File: src/include/fdsr_pkg.sv
/*
 * Shared constants and carriers for the floppy status/output registers.
 * Assumes an 8-bit host I/O bus with 16-bit address qualification.
 */
package fdsr_pkg;

  // Register offsets on the host I/O bus
  localparam logic [15:0] OFF_STATUS_A = 16'h03F0;
  localparam logic [15:0] OFF_STATUS_B = 16'h03F1;
  localparam logic [15:0] OFF_DRV_CTRL = 16'h03F2;

  // Drive output control fields
  localparam int DOC_SEL_LO = 0;
  localparam int DOC_SEL_HI = 1;
  localparam int DOC_NRST = 2;
  localparam int DOC_DMA_IRQ_ENABLE = 3;
  localparam int DOC_MOT0 = 4;
  localparam int DOC_MOT1 = 5;
  localparam logic [7:0] DOC_RESET = 8'h00;

  // Drive numbers
  localparam logic [1:0] DRIVE_0 = 2'h0;
  localparam logic [1:0] DRIVE_1 = 2'h1;

  // Status register field positions
  localparam int SR_B0 = 0;
  localparam int SR_B1 = 1;
  localparam int SR_B2 = 2;
  localparam int SR_B3 = 3;
  localparam int SR_B4 = 4;
  localparam int SR_B5 = 5;
  localparam int SR_B6 = 6;
  localparam int SR_B7 = 7;

  // Least software reset the host must hold
  localparam int CLK_PERIOD_NS = 20;
  localparam int SOFT_RST_MIN_NS = 100;
  localparam int SOFT_RST_MIN_CYC =
    (SOFT_RST_MIN_NS + CLK_PERIOD_NS - 1) / CLK_PERIOD_NS;

  typedef enum logic [1:0] {
    FDSR_LEGACY,
    FDSR_ENHANCED,
    FDSR_ALTERNATE
  } fdsr_mode_e;

  typedef struct packed {
    logic [15:0] addr;
    logic [7:0] wdata;
    logic rd;
    logic wr;
  } fdsr_io_s;

  typedef struct packed {
    logic write_protect_n;
    logic index_pulse_n;
    logic track_zero_n;
    logic head_side_select;
    logic head_dir_in;
    logic step_out;
    logic write_gate_out;
    logic read_data_n;
    logic write_data_n;
    logic floppy_irq_out;
    logic dma_req;
  } fdsr_pins_s;

endpackage
File: src/core/fdsr_edge.sv
/*
 * Rising edge detector for one synchronous level.
 * Assumes the input is already synchronous to core_clk.
 */
`timescale 1ns/1ps
`default_nettype none

module fdsr_edge #(
  parameter logic IDLE = 1'b0
) (
  // Clock and reset
  input wire logic core_clk,
  input wire logic srst,
  // Level in, pulse out
  input wire logic level,
  output logic rise
);

  logic prev_q;

  // Idle value avoids a false edge just after reset
  always_ff @(posedge core_clk) begin
    if (srst) begin
      prev_q <= IDLE;
    end else begin
      prev_q <= level;
    end
  end

  assign rise = level & ~prev_q;

endmodule // fdsr_edge

`default_nettype wire

File: src/core/fdsr_regs.sv
/*
 * Floppy status A/B and drive output control registers.
 * Assumes the command engine supplies step, direction, head, write gate,
 * interrupt and DMA request levels, and a pulse on each digital input
 * register read. All inputs are synchronous to core_clk.
 */
// Summary of operation
// - Legacy floats bus on status A read; enhanced always reads.
// - Legacy floats bus on status B read; enhanced always reads.
// - Enhanced status A bit 0 is head direction, one inward, reset zero.
// - Enhanced status A bits 1,2,4 raw low pins; bit 3 head side.
// - Enhanced status A bit 5 live step; bit 6 always one.
// - Status A bit 7 shows the floppy interrupt output gated by the DMA enable.
// - Alternate status A inverts polarities; bit 6 shows DMA request output.
// - Alternate status A bit 5 latches step; cleared by input read, resets.
// - Enhanced status B bits 0,1 show motor enables; hardware reset only.
// - Enhanced status B bit 2 write gate; bits 3,4 toggle on edges.
// - Enhanced status B bit 5 mirrors drive select bit 0; bits 6,7 one.
// - Alternate status B bit 2 latches write gate rise; input read clears.
// - Alternate status B bits 3,4 latch data inactive edges, ungated.
// - Alternate status B bits 5,6 show low drive selects; rest unsupported.
// - Output control resets to zero, always writable, kept on soft reset.
// - Drive number bits assert at most one drive select at a time.
// - Bit 2 low holds controller reset and clears the status A step latch.
// - Legacy/alternate: DMA enable bit gates DMA, interrupt; request floats.
// - Enhanced mode keeps DMA and interrupt always enabled.
// - Bits 4,5 drive motor outputs 0,1 active; bits 6,7 unsupported.
// - Drive select and motor outputs are active low.
`timescale 1ns/1ps
`default_nettype none

module fdsr_regs (
  // Clock and reset
  input wire logic core_clk,
  input wire logic srst,
  // Configuration
  input wire fdsr_pkg::fdsr_mode_e mode,
  // Host I/O bus
  input wire fdsr_pkg::fdsr_io_s io,
  output logic [7:0] io_rdata,
  output logic io_rdata_oe_n,
  // Command engine side
  input wire fdsr_pkg::fdsr_pins_s pins,
  input wire logic dir_read_pulse,
  output logic soft_reset_n,
  output logic ctrl_reset,
  output logic dma_irq_enable,
  // Drive interface
  output logic drive_select_out_0_n,
  output logic drive_select_out_1_n,
  output logic motor_out_0_n,
  output logic motor_out_1_n,
  // DMA request pin and gated interrupt
  output logic drq_out,
  output logic drq_oe_n,
  output logic floppy_irq_gated
);

  ////////////////////////////////////////////////////////////////////////////

  function automatic logic hit(input logic [15:0] a, input logic [15:0] off);
    hit = (a == off);
  endfunction

  logic [7:0] drv_ctrl_q;
  logic [7:0] rdata_q;
  logic oe_q;
  logic rd_tog_q;
  logic wd_tog_q;
  logic step_rise;
  logic write_gate_out_rise;
  logic rdata_rise;
  logic wdata_rise;
  logic step_ff_q;
  logic write_gate_out_ff_q;
  logic rdata_ff_q;
  logic wdata_ff_q;
  logic enh;
  logic wr_doc;
  logic rd_stat;
  logic rd_doc;
  logic [7:0] stat_a;
  logic [7:0] stat_b;
  logic [7:0] rdata_d;

  assign enh = (mode == fdsr_pkg::FDSR_ENHANCED);
  assign wr_doc = io.wr & hit(io.addr, fdsr_pkg::OFF_DRV_CTRL);
  assign rd_doc = io.rd & hit(io.addr, fdsr_pkg::OFF_DRV_CTRL);
  assign rd_stat = io.rd & (hit(io.addr, fdsr_pkg::OFF_STATUS_A) |
                            hit(io.addr, fdsr_pkg::OFF_STATUS_B));

  ////////////////////////////////////////////////////////////////////////////
  // Drive output control

  always_ff @(posedge core_clk) begin
    if (srst) begin
      drv_ctrl_q <= fdsr_pkg::DOC_RESET;
    end else if (wr_doc) begin
      drv_ctrl_q <= io.wdata;
    end
  end

  // Soft reset never touches this register, only the engine and the status A step latch
  assign soft_reset_n = drv_ctrl_q[fdsr_pkg::DOC_NRST];
  assign ctrl_reset = srst | ~soft_reset_n;

  // Only drives 0 and 1 exist; codes 2 and 3 select nothing
  assign drive_select_out_0_n = ~(drv_ctrl_q[fdsr_pkg::DOC_SEL_HI:
    fdsr_pkg::DOC_SEL_LO] == fdsr_pkg::DRIVE_0);
  assign drive_select_out_1_n = ~(drv_ctrl_q[fdsr_pkg::DOC_SEL_HI:
    fdsr_pkg::DOC_SEL_LO] == fdsr_pkg::DRIVE_1);
  assign motor_out_0_n = ~drv_ctrl_q[fdsr_pkg::DOC_MOT0];
  assign motor_out_1_n = ~drv_ctrl_q[fdsr_pkg::DOC_MOT1];

  // Enhanced mode ignores the enable bit, even during reset
  assign dma_irq_enable =
    enh | drv_ctrl_q[fdsr_pkg::DOC_DMA_IRQ_ENABLE];
  assign drq_oe_n = ~dma_irq_enable;
  assign drq_out = pins.dma_req & dma_irq_enable;
  assign floppy_irq_gated = pins.floppy_irq_out & dma_irq_enable;

  ////////////////////////////////////////////////////////////////////////////
  // Edges and latches

  fdsr_edge #(.IDLE(1'b0)) u_step_edge (
    .core_clk(core_clk),
    .srst(srst),
    .level(pins.step_out),
    .rise(step_rise)
  );

  fdsr_edge #(.IDLE(1'b0)) u_write_gate_out_edge (
    .core_clk(core_clk),
    .srst(srst),
    .level(pins.write_gate_out),
    .rise(write_gate_out_rise)
  );

  // Data pins are active low: the inactive edge is the rising one
  fdsr_edge #(.IDLE(1'b1)) u_rdata_edge (
    .core_clk(core_clk),
    .srst(srst),
    .level(pins.read_data_n),
    .rise(rdata_rise)
  );

  fdsr_edge #(.IDLE(1'b1)) u_wdata_edge (
    .core_clk(core_clk),
    .srst(srst),
    .level(pins.write_data_n),
    .rise(wdata_rise)
  );

  fdsr_sticky u_step_ff (
    .core_clk(core_clk),
    .srst(srst),
    .set(step_rise),
    .clr(dir_read_pulse | ~soft_reset_n),
    .flag_q(step_ff_q)
  );

  fdsr_sticky u_write_gate_out_ff (
    .core_clk(core_clk),
    .srst(srst),
    .set(write_gate_out_rise),
    .clr(dir_read_pulse),
    .flag_q(write_gate_out_ff_q)
  );

  fdsr_sticky u_rdata_ff (
    .core_clk(core_clk),
    .srst(srst),
    .set(rdata_rise),
    .clr(dir_read_pulse),
    .flag_q(rdata_ff_q)
  );

  // Not qualified by write gate
  fdsr_sticky u_wdata_ff (
    .core_clk(core_clk),
    .srst(srst),
    .set(wdata_rise),
    .clr(dir_read_pulse),
    .flag_q(wdata_ff_q)
  );

  always_ff @(posedge core_clk) begin
    if (srst) begin
      rd_tog_q <= 1'b0;
    end else if (rdata_rise) begin
      rd_tog_q <= ~rd_tog_q;
    end
  end

  always_ff @(posedge core_clk) begin
    if (srst) begin
      wd_tog_q <= 1'b0;
    end else if (wdata_rise) begin
      wd_tog_q <= ~wd_tog_q;
    end
  end

  ////////////////////////////////////////////////////////////////////////////
  // Status composition

  always_comb begin
    stat_a = '0;
    stat_a[fdsr_pkg::SR_B7] = floppy_irq_gated;
    if (enh) begin
      stat_a[fdsr_pkg::SR_B0] = pins.head_dir_in;
      stat_a[fdsr_pkg::SR_B1] = pins.write_protect_n;
      stat_a[fdsr_pkg::SR_B2] = pins.index_pulse_n;
      stat_a[fdsr_pkg::SR_B3] = pins.head_side_select;
      stat_a[fdsr_pkg::SR_B4] = pins.track_zero_n;
      stat_a[fdsr_pkg::SR_B5] = pins.step_out;
      stat_a[fdsr_pkg::SR_B6] = 1'b1;
    end else begin
      stat_a[fdsr_pkg::SR_B0] = ~pins.head_dir_in;
      stat_a[fdsr_pkg::SR_B1] = ~pins.write_protect_n;
      stat_a[fdsr_pkg::SR_B2] = ~pins.index_pulse_n;
      stat_a[fdsr_pkg::SR_B3] = ~pins.head_side_select;
      stat_a[fdsr_pkg::SR_B4] = ~pins.track_zero_n;
      stat_a[fdsr_pkg::SR_B5] = step_ff_q;
      stat_a[fdsr_pkg::SR_B6] = drq_out;
    end
  end

  always_comb begin
    stat_b = '0;
    stat_b[fdsr_pkg::SR_B7] = 1'b1;
    if (enh) begin
      stat_b[fdsr_pkg::SR_B0] = drv_ctrl_q[fdsr_pkg::DOC_MOT0];
      stat_b[fdsr_pkg::SR_B1] = drv_ctrl_q[fdsr_pkg::DOC_MOT1];
      stat_b[fdsr_pkg::SR_B2] = pins.write_gate_out;
      stat_b[fdsr_pkg::SR_B3] = rd_tog_q;
      stat_b[fdsr_pkg::SR_B4] = wd_tog_q;
      stat_b[fdsr_pkg::SR_B5] = drv_ctrl_q[fdsr_pkg::DOC_SEL_LO];
      stat_b[fdsr_pkg::SR_B6] = 1'b1;
    end else begin
      // Absent drives 2, 3 and second-drive sense read inactive
      stat_b[fdsr_pkg::SR_B0] = 1'b1;
      stat_b[fdsr_pkg::SR_B1] = 1'b1;
      stat_b[fdsr_pkg::SR_B2] = write_gate_out_ff_q;
      stat_b[fdsr_pkg::SR_B3] = rdata_ff_q;
      stat_b[fdsr_pkg::SR_B4] = wdata_ff_q;
      stat_b[fdsr_pkg::SR_B5] = drive_select_out_0_n;
      stat_b[fdsr_pkg::SR_B6] = drive_select_out_1_n;
    end
  end

  always_comb begin
    if (hit(io.addr, fdsr_pkg::OFF_STATUS_A)) begin
      rdata_d = stat_a;
    end else if (hit(io.addr, fdsr_pkg::OFF_STATUS_B)) begin
      rdata_d = stat_b;
    end else begin
      rdata_d = drv_ctrl_q;
    end
  end

  ////////////////////////////////////////////////////////////////////////////
  // Read port: answer one cycle after the strobe, for one cycle

  always_ff @(posedge core_clk) begin
    if (srst) begin
      oe_q <= 1'b0;
    end else begin
      // Legacy mode floats the bus on status reads
      oe_q <= rd_doc |
        (rd_stat & (mode != fdsr_pkg::FDSR_LEGACY));
    end
  end

  always_ff @(posedge core_clk) begin
    if (srst) begin
      rdata_q <= '0;
    end else if (rd_doc | rd_stat) begin
      rdata_q <= rdata_d;
    end
  end

  assign io_rdata = rdata_q;
  assign io_rdata_oe_n = ~oe_q;
endmodule // fdsr_regs

`default_nettype wire

File: src/core/fdsr_sticky.sv
/*
 * Sticky flag: set by an event, cleared by a strobe or reset.
 * Assumes all inputs synchronous to core_clk.
 */
`timescale 1ns/1ps
`default_nettype none

module fdsr_sticky (
  // Clock and reset
  input wire logic core_clk,
  input wire logic srst,
  // Set and clear
  input wire logic set,
  input wire logic clr,
  output logic flag_q
);

  // Set beats clear so a coincident event is kept
  always_ff @(posedge core_clk) begin
    if (srst) begin
      flag_q <= 1'b0;
    end else if (set) begin
      flag_q <= 1'b1;
    end else if (clr) begin
      flag_q <= 1'b0;
    end
  end

endmodule // fdsr_sticky

`default_nettype wire

File: config.mk
export PLATFORM = sky130hd
export DESIGN_NAME = fdsr_regs
export DESIGN_NICKNAME = d
export VERILOG_FILES = /design/src/include/fdsr_pkg.sv /design/src/core/fdsr_edge.sv /design/src/core/fdsr_regs.sv /design/src/core/fdsr_sticky.sv
export SDC_FILE = /design/constraint.sdc
export NUM_CORES = 1
export LEC_CHECK = 0
export BUFFER_PORTS_ARGS = -buffer_cell sky130_fd_sc_hd__buf_2
export CAP_MARGIN = 25
export CORE_MARGIN = 2
export CORE_UTILIZATION = 40
export DETAILED_ROUTE_END_ITERATION = 6
export PLACE_DENSITY_LB_ADDON = 0.12
export SLEW_MARGIN = 20
export SYNTH_ARGS = -nofsm -noshare
export SYNTH_HDL_FRONTEND = slang
export SYNTH_SLANG_ARGS = --single-unit
File: constraint.sdc
create_clock -name core_clk -period 1.8 [get_ports core_clk]
set_input_delay 0.36 -clock core_clk [delete_from_list [all_inputs] [get_ports core_clk]]
set_output_delay 0.36 -clock core_clk [all_outputs]
set_load 0.01 [all_outputs]
==> results of run 1 <==
==> where the power goes <==
part	switching [uW]	internal, uW
Sequential	4.89	609
Clock	172	86.8
Combinational	67.8	75.0
Total	245	771
==> layout make-up <==
type | instances | area share [%]
timing repair buffer | 64 | 19.8
tap | 44 | 3.18
multi-input combinational | 104 | 43.0
sequential | 27 | 31.2
clock buffer | 4 | 1.52
inverter | 6 | 1.30
==> logic make-up after synthesis <==
| family | after synthesis | synth area share (%) |
|---|---|---|
| AND/OR/NAND/NOR | 58 | 26.5 |
| flip-flops | 27 | 40.5 |
| AO/OA/AOI/OAI | 17 | 8.06 |
| XOR/XNOR | 6 | 3.94 |
| buffers and inverters | 13 | 3.75 |
| multiplexers | 23 | 17.2 |
==> routing by layer <==
layer / share of wire [%] / global-route usage [%] / vias to the layer above / wire length [um]
met5: 0 / 0 / - / 0
met4: 1.1 / 5.47 / 0 / 34
met3: 5.5 / 4.14 / 5 / 166
met2: 47 / 29.3 / 34 / 1430
met1: 46 / 22.9 / 557 / 1390
li1: - / - / 614 / -
==> cell usage in the layout (no fill, tap or decap) <==
cell type | Yosys | routed
sky130_fd_sc_hd__inv_1 | 6 | 6
sky130_fd_sc_hd__nand2_1 | 8 | 8
sky130_fd_sc_hd__and4_1 | 1 | 1
sky130_fd_sc_hd__o22a_1 | 2 | 2
sky130_fd_sc_hd__o211ai_1 | 1 | 1
sky130_fd_sc_hd__nand4_4 | 1 | 1
sky130_fd_sc_hd__dfxtp_1 | 27 | 27
sky130_fd_sc_hd__nor2_1 | 18 | 18
sky130_fd_sc_hd__nor2b_1 | 6 | 6
sky130_fd_sc_hd__nor2_4 | 1 | 1
sky130_fd_sc_hd__or3_1 | 1 | 1
sky130_fd_sc_hd__o31ai_1 | 1 | 1
sky130_fd_sc_hd__buf_12 | 0 | 1
sky130_fd_sc_hd__o21ai_1 | 4 | 4
sky130_fd_sc_hd__nor4_4 | 1 | 1
sky130_fd_sc_hd__clkbuf_1 | 5 | 1
sky130_fd_sc_hd__and4bb_2 | 1 | 1
sky130_fd_sc_hd__buf_2 | 1 | 60
sky130_fd_sc_hd__buf_4 | 0 | 3
sky130_fd_sc_hd__nand3_1 | 1 | 1
sky130_fd_sc_hd__a22oi_1 | 1 | 1
sky130_fd_sc_hd__nor3_1 | 2 | 2
sky130_fd_sc_hd__nand3b_1 | 5 | 5
sky130_fd_sc_hd__nand2b_1 | 5 | 5
sky130_fd_sc_hd__mux2i_1 | 23 | 23
sky130_fd_sc_hd__or2_1 | 1 | 1
sky130_fd_sc_hd__nor3_4 | 1 | 1
sky130_fd_sc_hd__clkbuf_4 | 0 | 3
sky130_fd_sc_hd__a211oi_1 | 3 | 3
sky130_fd_sc_hd__or2_2 | 4 | 4
sky130_fd_sc_hd__nor4_1 | 1 | 1
sky130_fd_sc_hd__xnor2_1 | 6 | 6
sky130_fd_sc_hd__a21oi_1 | 5 | 5
==> worst max-delay path by stage <==
stage / depth (start not counted) / endpoint / slack [ns] / start
5_1_grt: 3 / floppy_irq_gated / 0.21 / drv_ctrl_q[3]
6_report: 3 / floppy_irq_gated / 0.29 / drv_ctrl_q[3]
2_1_floorplan: 5 / drv_ctrl_q[0] / 0.15 / io[13]
3_5_place_dp: 7 / drv_ctrl_q[5] / 0.03 / io[13]
4_1_cts: 3 / floppy_irq_gated / 0.29 / drv_ctrl_q[3]
3_3_place_gp: 7 / drv_ctrl_q[2] / 0.05 / io[13]
==> critical path: cells and delay by family, from the launching register on <==
family	cells	cell delay [ns]
simple gates	2	0.26
flops	1	0.41
buf+inv	1	0.15
==> stage by stage <==
step	hold slack, ns	power [uW]	instance area, um^2
2_1_floorplan	0.436	702	1340
3_3_place_gp	0.445	767	1710
3_5_place_dp	0.459	772	1710
4_1_cts	0.227	1030	1730
5_1_grt	0.218	1070	1730
6_report	0.232	1020	1730
==> state kept, by name, summed over array words and instances (netlist names) <==
register / flops
drv_ctrl_q: 8
io_rdata: 8
oe_q: 1
rd_tog_q: 1
u_rdata_edge.prev_q: 1
u_rdata_ff.flag_q: 1
u_step_edge.prev_q: 1
u_step_ff.flag_q: 1
u_wdata_edge.prev_q: 1
u_wdata_ff.flag_q: 1
u_write_gate_out_edge.prev_q: 1
u_write_gate_out_ff.flag_q: 1
wd_tog_q: 1
==> parameters.txt, run 1 <==
Parameter                              Value

Cells and area
  Final Util ... 55.8%
  Number of nets at the end of the flow ... 248
  Combined area of the multi-input logic cells ... 744 um^2
  Register Area ... 541 um^2
  Area delta synth->final ... 29.7%
  Layout cells sized above 1 ... 37.1%
  Number of non-filler instances in the completed layout ... 249
  Fillers ... 329
  Inserted Diodes ... 0

Global route
  Vias in the first global route ... 1190
  Largest net degree at the start of global routing ... 17
  Initial antenna violation count ... 0
  Total congestion overflow ... 0
  Global routing usage summed across all routing layers ... 17.7%
  Wire length of the first global-routing pass ... 4960 um

Synthesis
  Commonest cells post-synth ... sky130_fd_sc_hd__dfxtp_1 (27), sky130_fd_sc_hd__mux2i_1 (23), sky130_fd_sc_hd__nor2_1 (18)
  Post-synth top area cell ... sky130_fd_sc_hd__dfxtp_1
  Most numerous cell in the Yosys netlist ... sky130_fd_sc_hd__dfxtp_1
  Synth Warn # ... 0
  Portion of the post-synthesis area used by sequential elements ... 40.5%
  Post-synth EDFFs ... 0
  Synthesized area ... 1340 um^2
  Biggest area contributors in the synthesized netlist ... sky130_fd_sc_hd__dfxtp_1 (40%), sky130_fd_sc_hd__mux2i_1 (17%), sky130_fd_sc_hd__nor2_1 (5.1%)
  Register bit total from synthesis ... 27
  Cell variety after synth ... 31
  Syn Area/Cell ... 9.27 um^2
  Async S/R FF share, synth ... 0%
  Post-Synthesis Net Count ... 186
  Cells after synthesis ... 144
  Most used flip-flop cell after synthesis ... sky130_fd_sc_hd__dfxtp_1
  Area fraction of the dominant cell type after synthesis ... 40.5%

Placement
  Placed instance count ... 245
  HPWL reported at the end of detailed placement ... 2440 um
  PortBufs ... 60
  Worst slack at placement ... 0.0314 ns
  Final weighted congestion in routability-driven placement ... 0.720

Timing
  Final hold violation count ... 0
  Max Clock Skew ... 0.00232 ns
  Minimum period implied by the final worst setup slack ... 1.51 ns
  Max frequency ... 663 MHz
  Unrepaired setup endpoints after global routing ... no
  Final number of setup-violating endpoints ... 0
  Final TNS setup ... 0 ns
  Pins Over Slew Limit ... 0
  Transition time at the pin with the least slew margin ... 0.366 ns
  Final worst-path cycle share ... 83.8%
  Slew headroom ... 75.6%
  Final critical-path setup slack ... 0.292 ns

Die
  Total die area ... 3820 um^2
  Die Span X ... 61.8 um
  Vertical die dimension ... 61.8 um
  Area of the core region ... 3100 um^2
  Total I/O pin count ... 61
  Row Count ... 20
  Starting Density ... 43.0%

Route
  Final wirelength ... 3010 um
  Routed wirelength normalized by instance count ... 12.1 um
  DRC marker count from the first detailed-route iteration ... 43
  Antenna viol nets, final ... 0
  Via/cell ratio ... 4.86
  Vias after detailed routing ... 1210
  TritonRoute pass-1 iters ... 4
  Post-route DRC violation count ... 0

Clocking
  Buffers from clock root to sink, at most ... 2
  Latest clock arrival within the worst-skew pair ... 0.32 ns
  Sinks on Clock Net ... 27
  CTS clock-pin slew for the worst setup and hold paths ... 0.14 ns
  Setup Buffers After CTS ... 0
  Number of CTS-inserted buffers ... 3
  Count of H-tree levels built during CTS ... 1
  Root Buffer ... sky130_fd_sc_hd__clkbuf_4
  Clock tree from TritonCTS ... yes
  Cts hold-fix bufs ... 0
  Number of gates resized after CTS ... 0

Worst setup path
  Crit path launch type ... flip-flop
  Reg2Reg Capture Point ... io_rdata[7]
  Maximum net fanout on the critical path ... 4
  R2R depth ... 4
  Internal reg-to-reg setup slack ... 0.69 ns
  Largest incremental delay on the critical path ... 0.41 ns
  Data required time of the worst path ... 1.44 ns
  Kind of capture point of the worst setup path ... output port
  CP Cell Sequence ... nor2_1, nor2b_1, buf_2
  Worst r2r src ... drv_ctrl_q[3]
  Setup CP Type ... reg2out
  Crit path arrival time ... 1.15 ns
  Highest-delay cell along the critical path ... sky130_fd_sc_hd__dfxtp_1

Power and ir drop
  P per Cell Area ... 587 nW/um^2
  Highest ir drop seen on vdd ... 0.000277 V
  Leak ... 0.000725 uW

Hold path
  Worst min-delay path class ... in2reg
  Worst hold path endpoint ... u_wdata_edge.prev_q
  Number of stages on the worst hold path ... 2
  Beginning of the worst hold path ... pins[2]

Run
  Maximum Capacitance Violations ... 0

Run status
  Run status ... finished, final reports clean
(Power assumes the default switching activity.)
==> run 2: changes to the inputs <==
- ABC_AREA: unset -> 1
- clock period: 1.8 -> 1.58 ns (I/O delays scaled with it)
==> run 2 against run 1 <==
Net effect:
- hold slack lost 0.012 ns
- via count grew 29%
- synthesized cell count grew 68%
- core utilization shrank 3.2 points
- setup slack lost 0.13 ns
- critical path depth grew 4
- clock power grew 52%
==> parameters.txt, run 2 <==
Parameter                              Value

Cells and area
  Layout cells sized above 1 ... 27.9% (was 37.1%)
  Most frequent standard cell in the layout excluding fill and tap cells ... sky130_fd_sc_hd__nand2_1 (was sky130_fd_sc_hd__buf_2)
  Inserted Diodes ... 0 (unchanged)
  Area delta synth->final ... 27.0% (was 29.7%)
  Number of nets at the end of the flow ... 348 (was 248)
  Number of non-filler instances in the completed layout ... 353 (was 249)
  Final Util ... 52.6% (was 55.8%)
  Top library cells by usage in the layout, fill and taps aside ... sky130_fd_sc_hd__nand2_1 (67), sky130_fd_sc_hd__buf_2 (60), sky130_fd_sc_hd__inv_1 (41) (was sky130_fd_sc_hd__buf_2 (60), sky130_fd_sc_hd__dfxtp_1 (27), sky130_fd_sc_hd__mux2i_1 (23))

Synthesis
  Most numerous cell in the Yosys netlist ... sky130_fd_sc_hd__nand2_1 (was sky130_fd_sc_hd__dfxtp_1)
  Synthesized area ... 1520 um^2 (was 1340 um^2)
  Commonest cells post-synth ... sky130_fd_sc_hd__nand2_1 (67), sky130_fd_sc_hd__inv_1 (41), sky130_fd_sc_hd__nor2_1 (34) (was sky130_fd_sc_hd__dfxtp_1 (27), sky130_fd_sc_hd__mux2i_1 (23), sky130_fd_sc_hd__nor2_1 (18))
  Post-synth top area cell ... sky130_fd_sc_hd__dfxtp_1 (unchanged)
  Biggest area contributors in the synthesized netlist ... sky130_fd_sc_hd__dfxtp_1 (36%), sky130_fd_sc_hd__nand2_1 (17%), sky130_fd_sc_hd__inv_1 (10%) (was sky130_fd_sc_hd__dfxtp_1 (40%), sky130_fd_sc_hd__mux2i_1 (17%), sky130_fd_sc_hd__nor2_1 (5.1%))
  Post-synth EDFFs ... 0 (unchanged)
  Post-Synthesis Net Count ... 284 (was 186)
  Register bit total from synthesis ... 27 (unchanged)
  Cells after synthesis ... 242 (was 144)
  Portion of the post-synthesis area used by sequential elements ... 35.7% (was 40.5%)
  Syn Area/Cell ... 6.26 um^2 (was 9.27 um^2)
  Most used flip-flop cell after synthesis ... sky130_fd_sc_hd__dfxtp_1 (unchanged)
  Area fraction of the dominant cell type after synthesis ... 35.7% (was 40.5%)
  Async S/R FF share, synth ... 0% (unchanged)
  Cell variety after synth ... 21 (was 31)
  Synth Warn # ... 0 (unchanged)

Worst setup path
  CP Cell Sequence ... buf_2, inv_1, nand2_1, inv_1, nor2_1, nor2_1, buf_2 (was nor2_1, nor2b_1, buf_2)
  Maximum net fanout on the critical path ... 4 (unchanged)
  Count of buffering cells on the critical path with inverters included ... 4 (was 1)
  Kind of capture point of the worst setup path ... output port (unchanged)
  Top delay family on crit path ... buffers and inverters (was flip-flops)
  Highest-delay cell along the critical path ... sky130_fd_sc_hd__nor2_1 (was sky130_fd_sc_hd__dfxtp_1)
  Largest incremental delay on the critical path ... 0.17 ns (was 0.41 ns)
  Setup CP Type ... in2out (was reg2out)
  Data required time of the worst path ... 1.26 ns (was 1.44 ns)
  Crit path arrival time ... 1.10 ns (was 1.15 ns)
  Crit path launch type ... input pin (was flip-flop)

Clocking
  Number of CTS-inserted buffers ... 3 (unchanged)
  Latest clock arrival within the worst-skew pair ... 0.27 ns (was 0.32 ns)
  Sinks on Clock Net ... 27 (unchanged)
  Root Buffer ... sky130_fd_sc_hd__clkbuf_8 (was sky130_fd_sc_hd__clkbuf_4)
  Buffers from clock root to sink, at most ... 2 (unchanged)
  Number of gates resized after CTS ... 0 (unchanged)
  Count of H-tree levels built during CTS ... 1 (unchanged)
  Cts hold-fix bufs ... 0 (unchanged)
  Clock tree from TritonCTS ... yes (unchanged)
  Setup Buffers After CTS ... 0 (unchanged)
  CTS clock-pin slew for the worst setup and hold paths ... 0.09 ns (was 0.14 ns)

Placement
  HPWL reported at the end of detailed placement ... 2700 um (was 2440 um)
  Final weighted congestion in routability-driven placement ... 0.862 (was 0.720)
  PortBufs ... 60 (unchanged)
  Placed instance count ... 349 (was 245)

Timing
  Final hold violation count ... 0 (unchanged)
  Slew headroom ... 81.3% (was 75.6%)
  Unrepaired setup endpoints after global routing ... no (unchanged)
  Max Clock Skew ... 0.00140 ns (was 0.00232 ns)
  Minimum period implied by the final worst setup slack ... 1.42 ns
  Pins Over Slew Limit ... 0 (unchanged)
  Final TNS setup ... 0 ns (unchanged)
  Max frequency ... 705 MHz
  Final number of setup-violating endpoints ... 0 (unchanged)
  Transition time at the pin with the least slew margin ... 0.279 ns (was 0.366 ns)
  Final worst-path cycle share ... 89.8%

Global route
  Wire length of the first global-routing pass ... 5780 um (was 4960 um)
  Total congestion overflow ... 0 (unchanged)
  Global routing usage summed across all routing layers ... 17.2% (was 17.7%)
  Vias in the first global route ... 1395 (was 1190)
  Largest net degree at the start of global routing ... 18 (was 17)
  Initial antenna violation count ... 0 (unchanged)

Route
  DRC marker count from the first detailed-route iteration ... 70 (was 43)
  Via/cell ratio ... 4.41 (was 4.86)
  Final wirelength ... 3380 um (was 3010 um)
  Vias after detailed routing ... 1556 (was 1210)
  Post-route DRC violation count ... 0 (unchanged)
  TritonRoute pass-1 iters ... 4 (unchanged)
  Antenna viol nets, final ... 0 (unchanged)
  Routed wirelength normalized by instance count ... 9.56 um (was 12.1 um)

Die
  Starting Density ... 41.4% (was 43.0%)
  Row Count ... 22 (was 20)
  Die Span X ... 65.5 um (was 61.8 um)
  Total I/O pin count ... 61 (unchanged)
  Total die area ... 4300 um^2 (was 3820 um^2)
  Area of the core region ... 3660 um^2 (was 3100 um^2)
  Vertical die dimension ... 65.5 um (was 61.8 um)

Hold path
  Worst min-delay path class ... in2reg (unchanged)

Power and ir drop
  Highest ir drop seen on vdd ... 0.000416 V (was 0.000277 V)
  P per Cell Area ... 644 nW/um^2 (was 587 nW/um^2)
  Leak ... 0.00112 uW (was 0.000725 uW)

Run status
  Run status ... finished, final reports clean (unchanged)

Run
  Maximum Capacitance Violations ... 0 (unchanged)
==> run 2: cell count changes in the layout (fill, tap and decap cells not counted), sizes merged, moves of 5 or more <==
cell / delta
nor2: +18
nand2: +63
inv: +39
xnor2: -6
nand3b: -5
nand2b: -5
a21oi: +8
mux2i: -23
nand3: +23
nor2b: -6
o21ai: +8
==> run 2: layout make-up <==
cell class / instances / area (um^2)
inverters: 45 / 169
well taps: 48 / 60.1
repair buffers: 65 / 350
clock inverters: 1 / 5.00
flip-flops and latches: 27 / 541
clock buffers: 3 / 41.3
multi-input cells: 164 / 758
fillers: 422 / 1740
==> run 2: worst register-to-register path, delay by kind of cell (launching register included) <==
kind               cells  cell delay, ns
and+or+nand+nor        5            0.59
DFF                    1            0.32
AOI/OAI and AO/OA      1            0.15
==> run 2: kinds of logic (layout without fill, tap and decap cells) <==
logic type                count (synthesis)  in the layout  share of synthesized area, %
buffers and inverters                    51            114                          14.3
xor gates and xnor gates                  3              3                          1.73
AOI/OAI and AO/OA                        27             27                          9.33
DFF                                      27             27                          35.7
and+or+nand+nor                         134            134                          39.0
==> run 2: final timing paths <==
check	from	endpoint	slack, ns	depth (start not counted)
worst max-delay path	mode[1]	drq_out	0.16	7
worst min-delay path	pins[3]	u_rdata_edge.prev_q	0.22	3
worst max register to register	drv_ctrl_q[3]	io_rdata[6]	0.42	6
worst min register to register	u_write_gate_out_edge.prev_q	u_write_gate_out_ff.flag_q	0.41	1
==> run 2: where the power goes <==
part	internal [uW]	total, uW	switching (uW)
Clock	177	393	216
Sequential	693	699	5.24
Combinational	68.9	147	78.5
Total	939	1240	300
==> run 2: through the flow <==
stage / power (uW) / hold slack [ns] / area, um^2 / setup WS, ns
floorplan: 786 / 0.385 / 1520 / 0.173
global placement: 862 / 0.399 / 1880 / 0.100
detailed placement: 864 / 0.406 / 1880 / 0.0551
CTS: 1260 / 0.216 / 1920 / 0.150
global route: 1310 / 0.222 / 1920 / 0.0563
finish: 1240 / 0.220 / 1920 / 0.161
==> run 2: layer usage <==
layer | part of all wire [%] | GRT usage [%] | wire [um]
met5 | 0 | 0 | 0
met4 | 2.2 | 7.03 | 73
met3 | 5.6 | 2.74 | 189
met2 | 42 | 27.2 | 1430
met1 | 50 | 23.2 | 1680
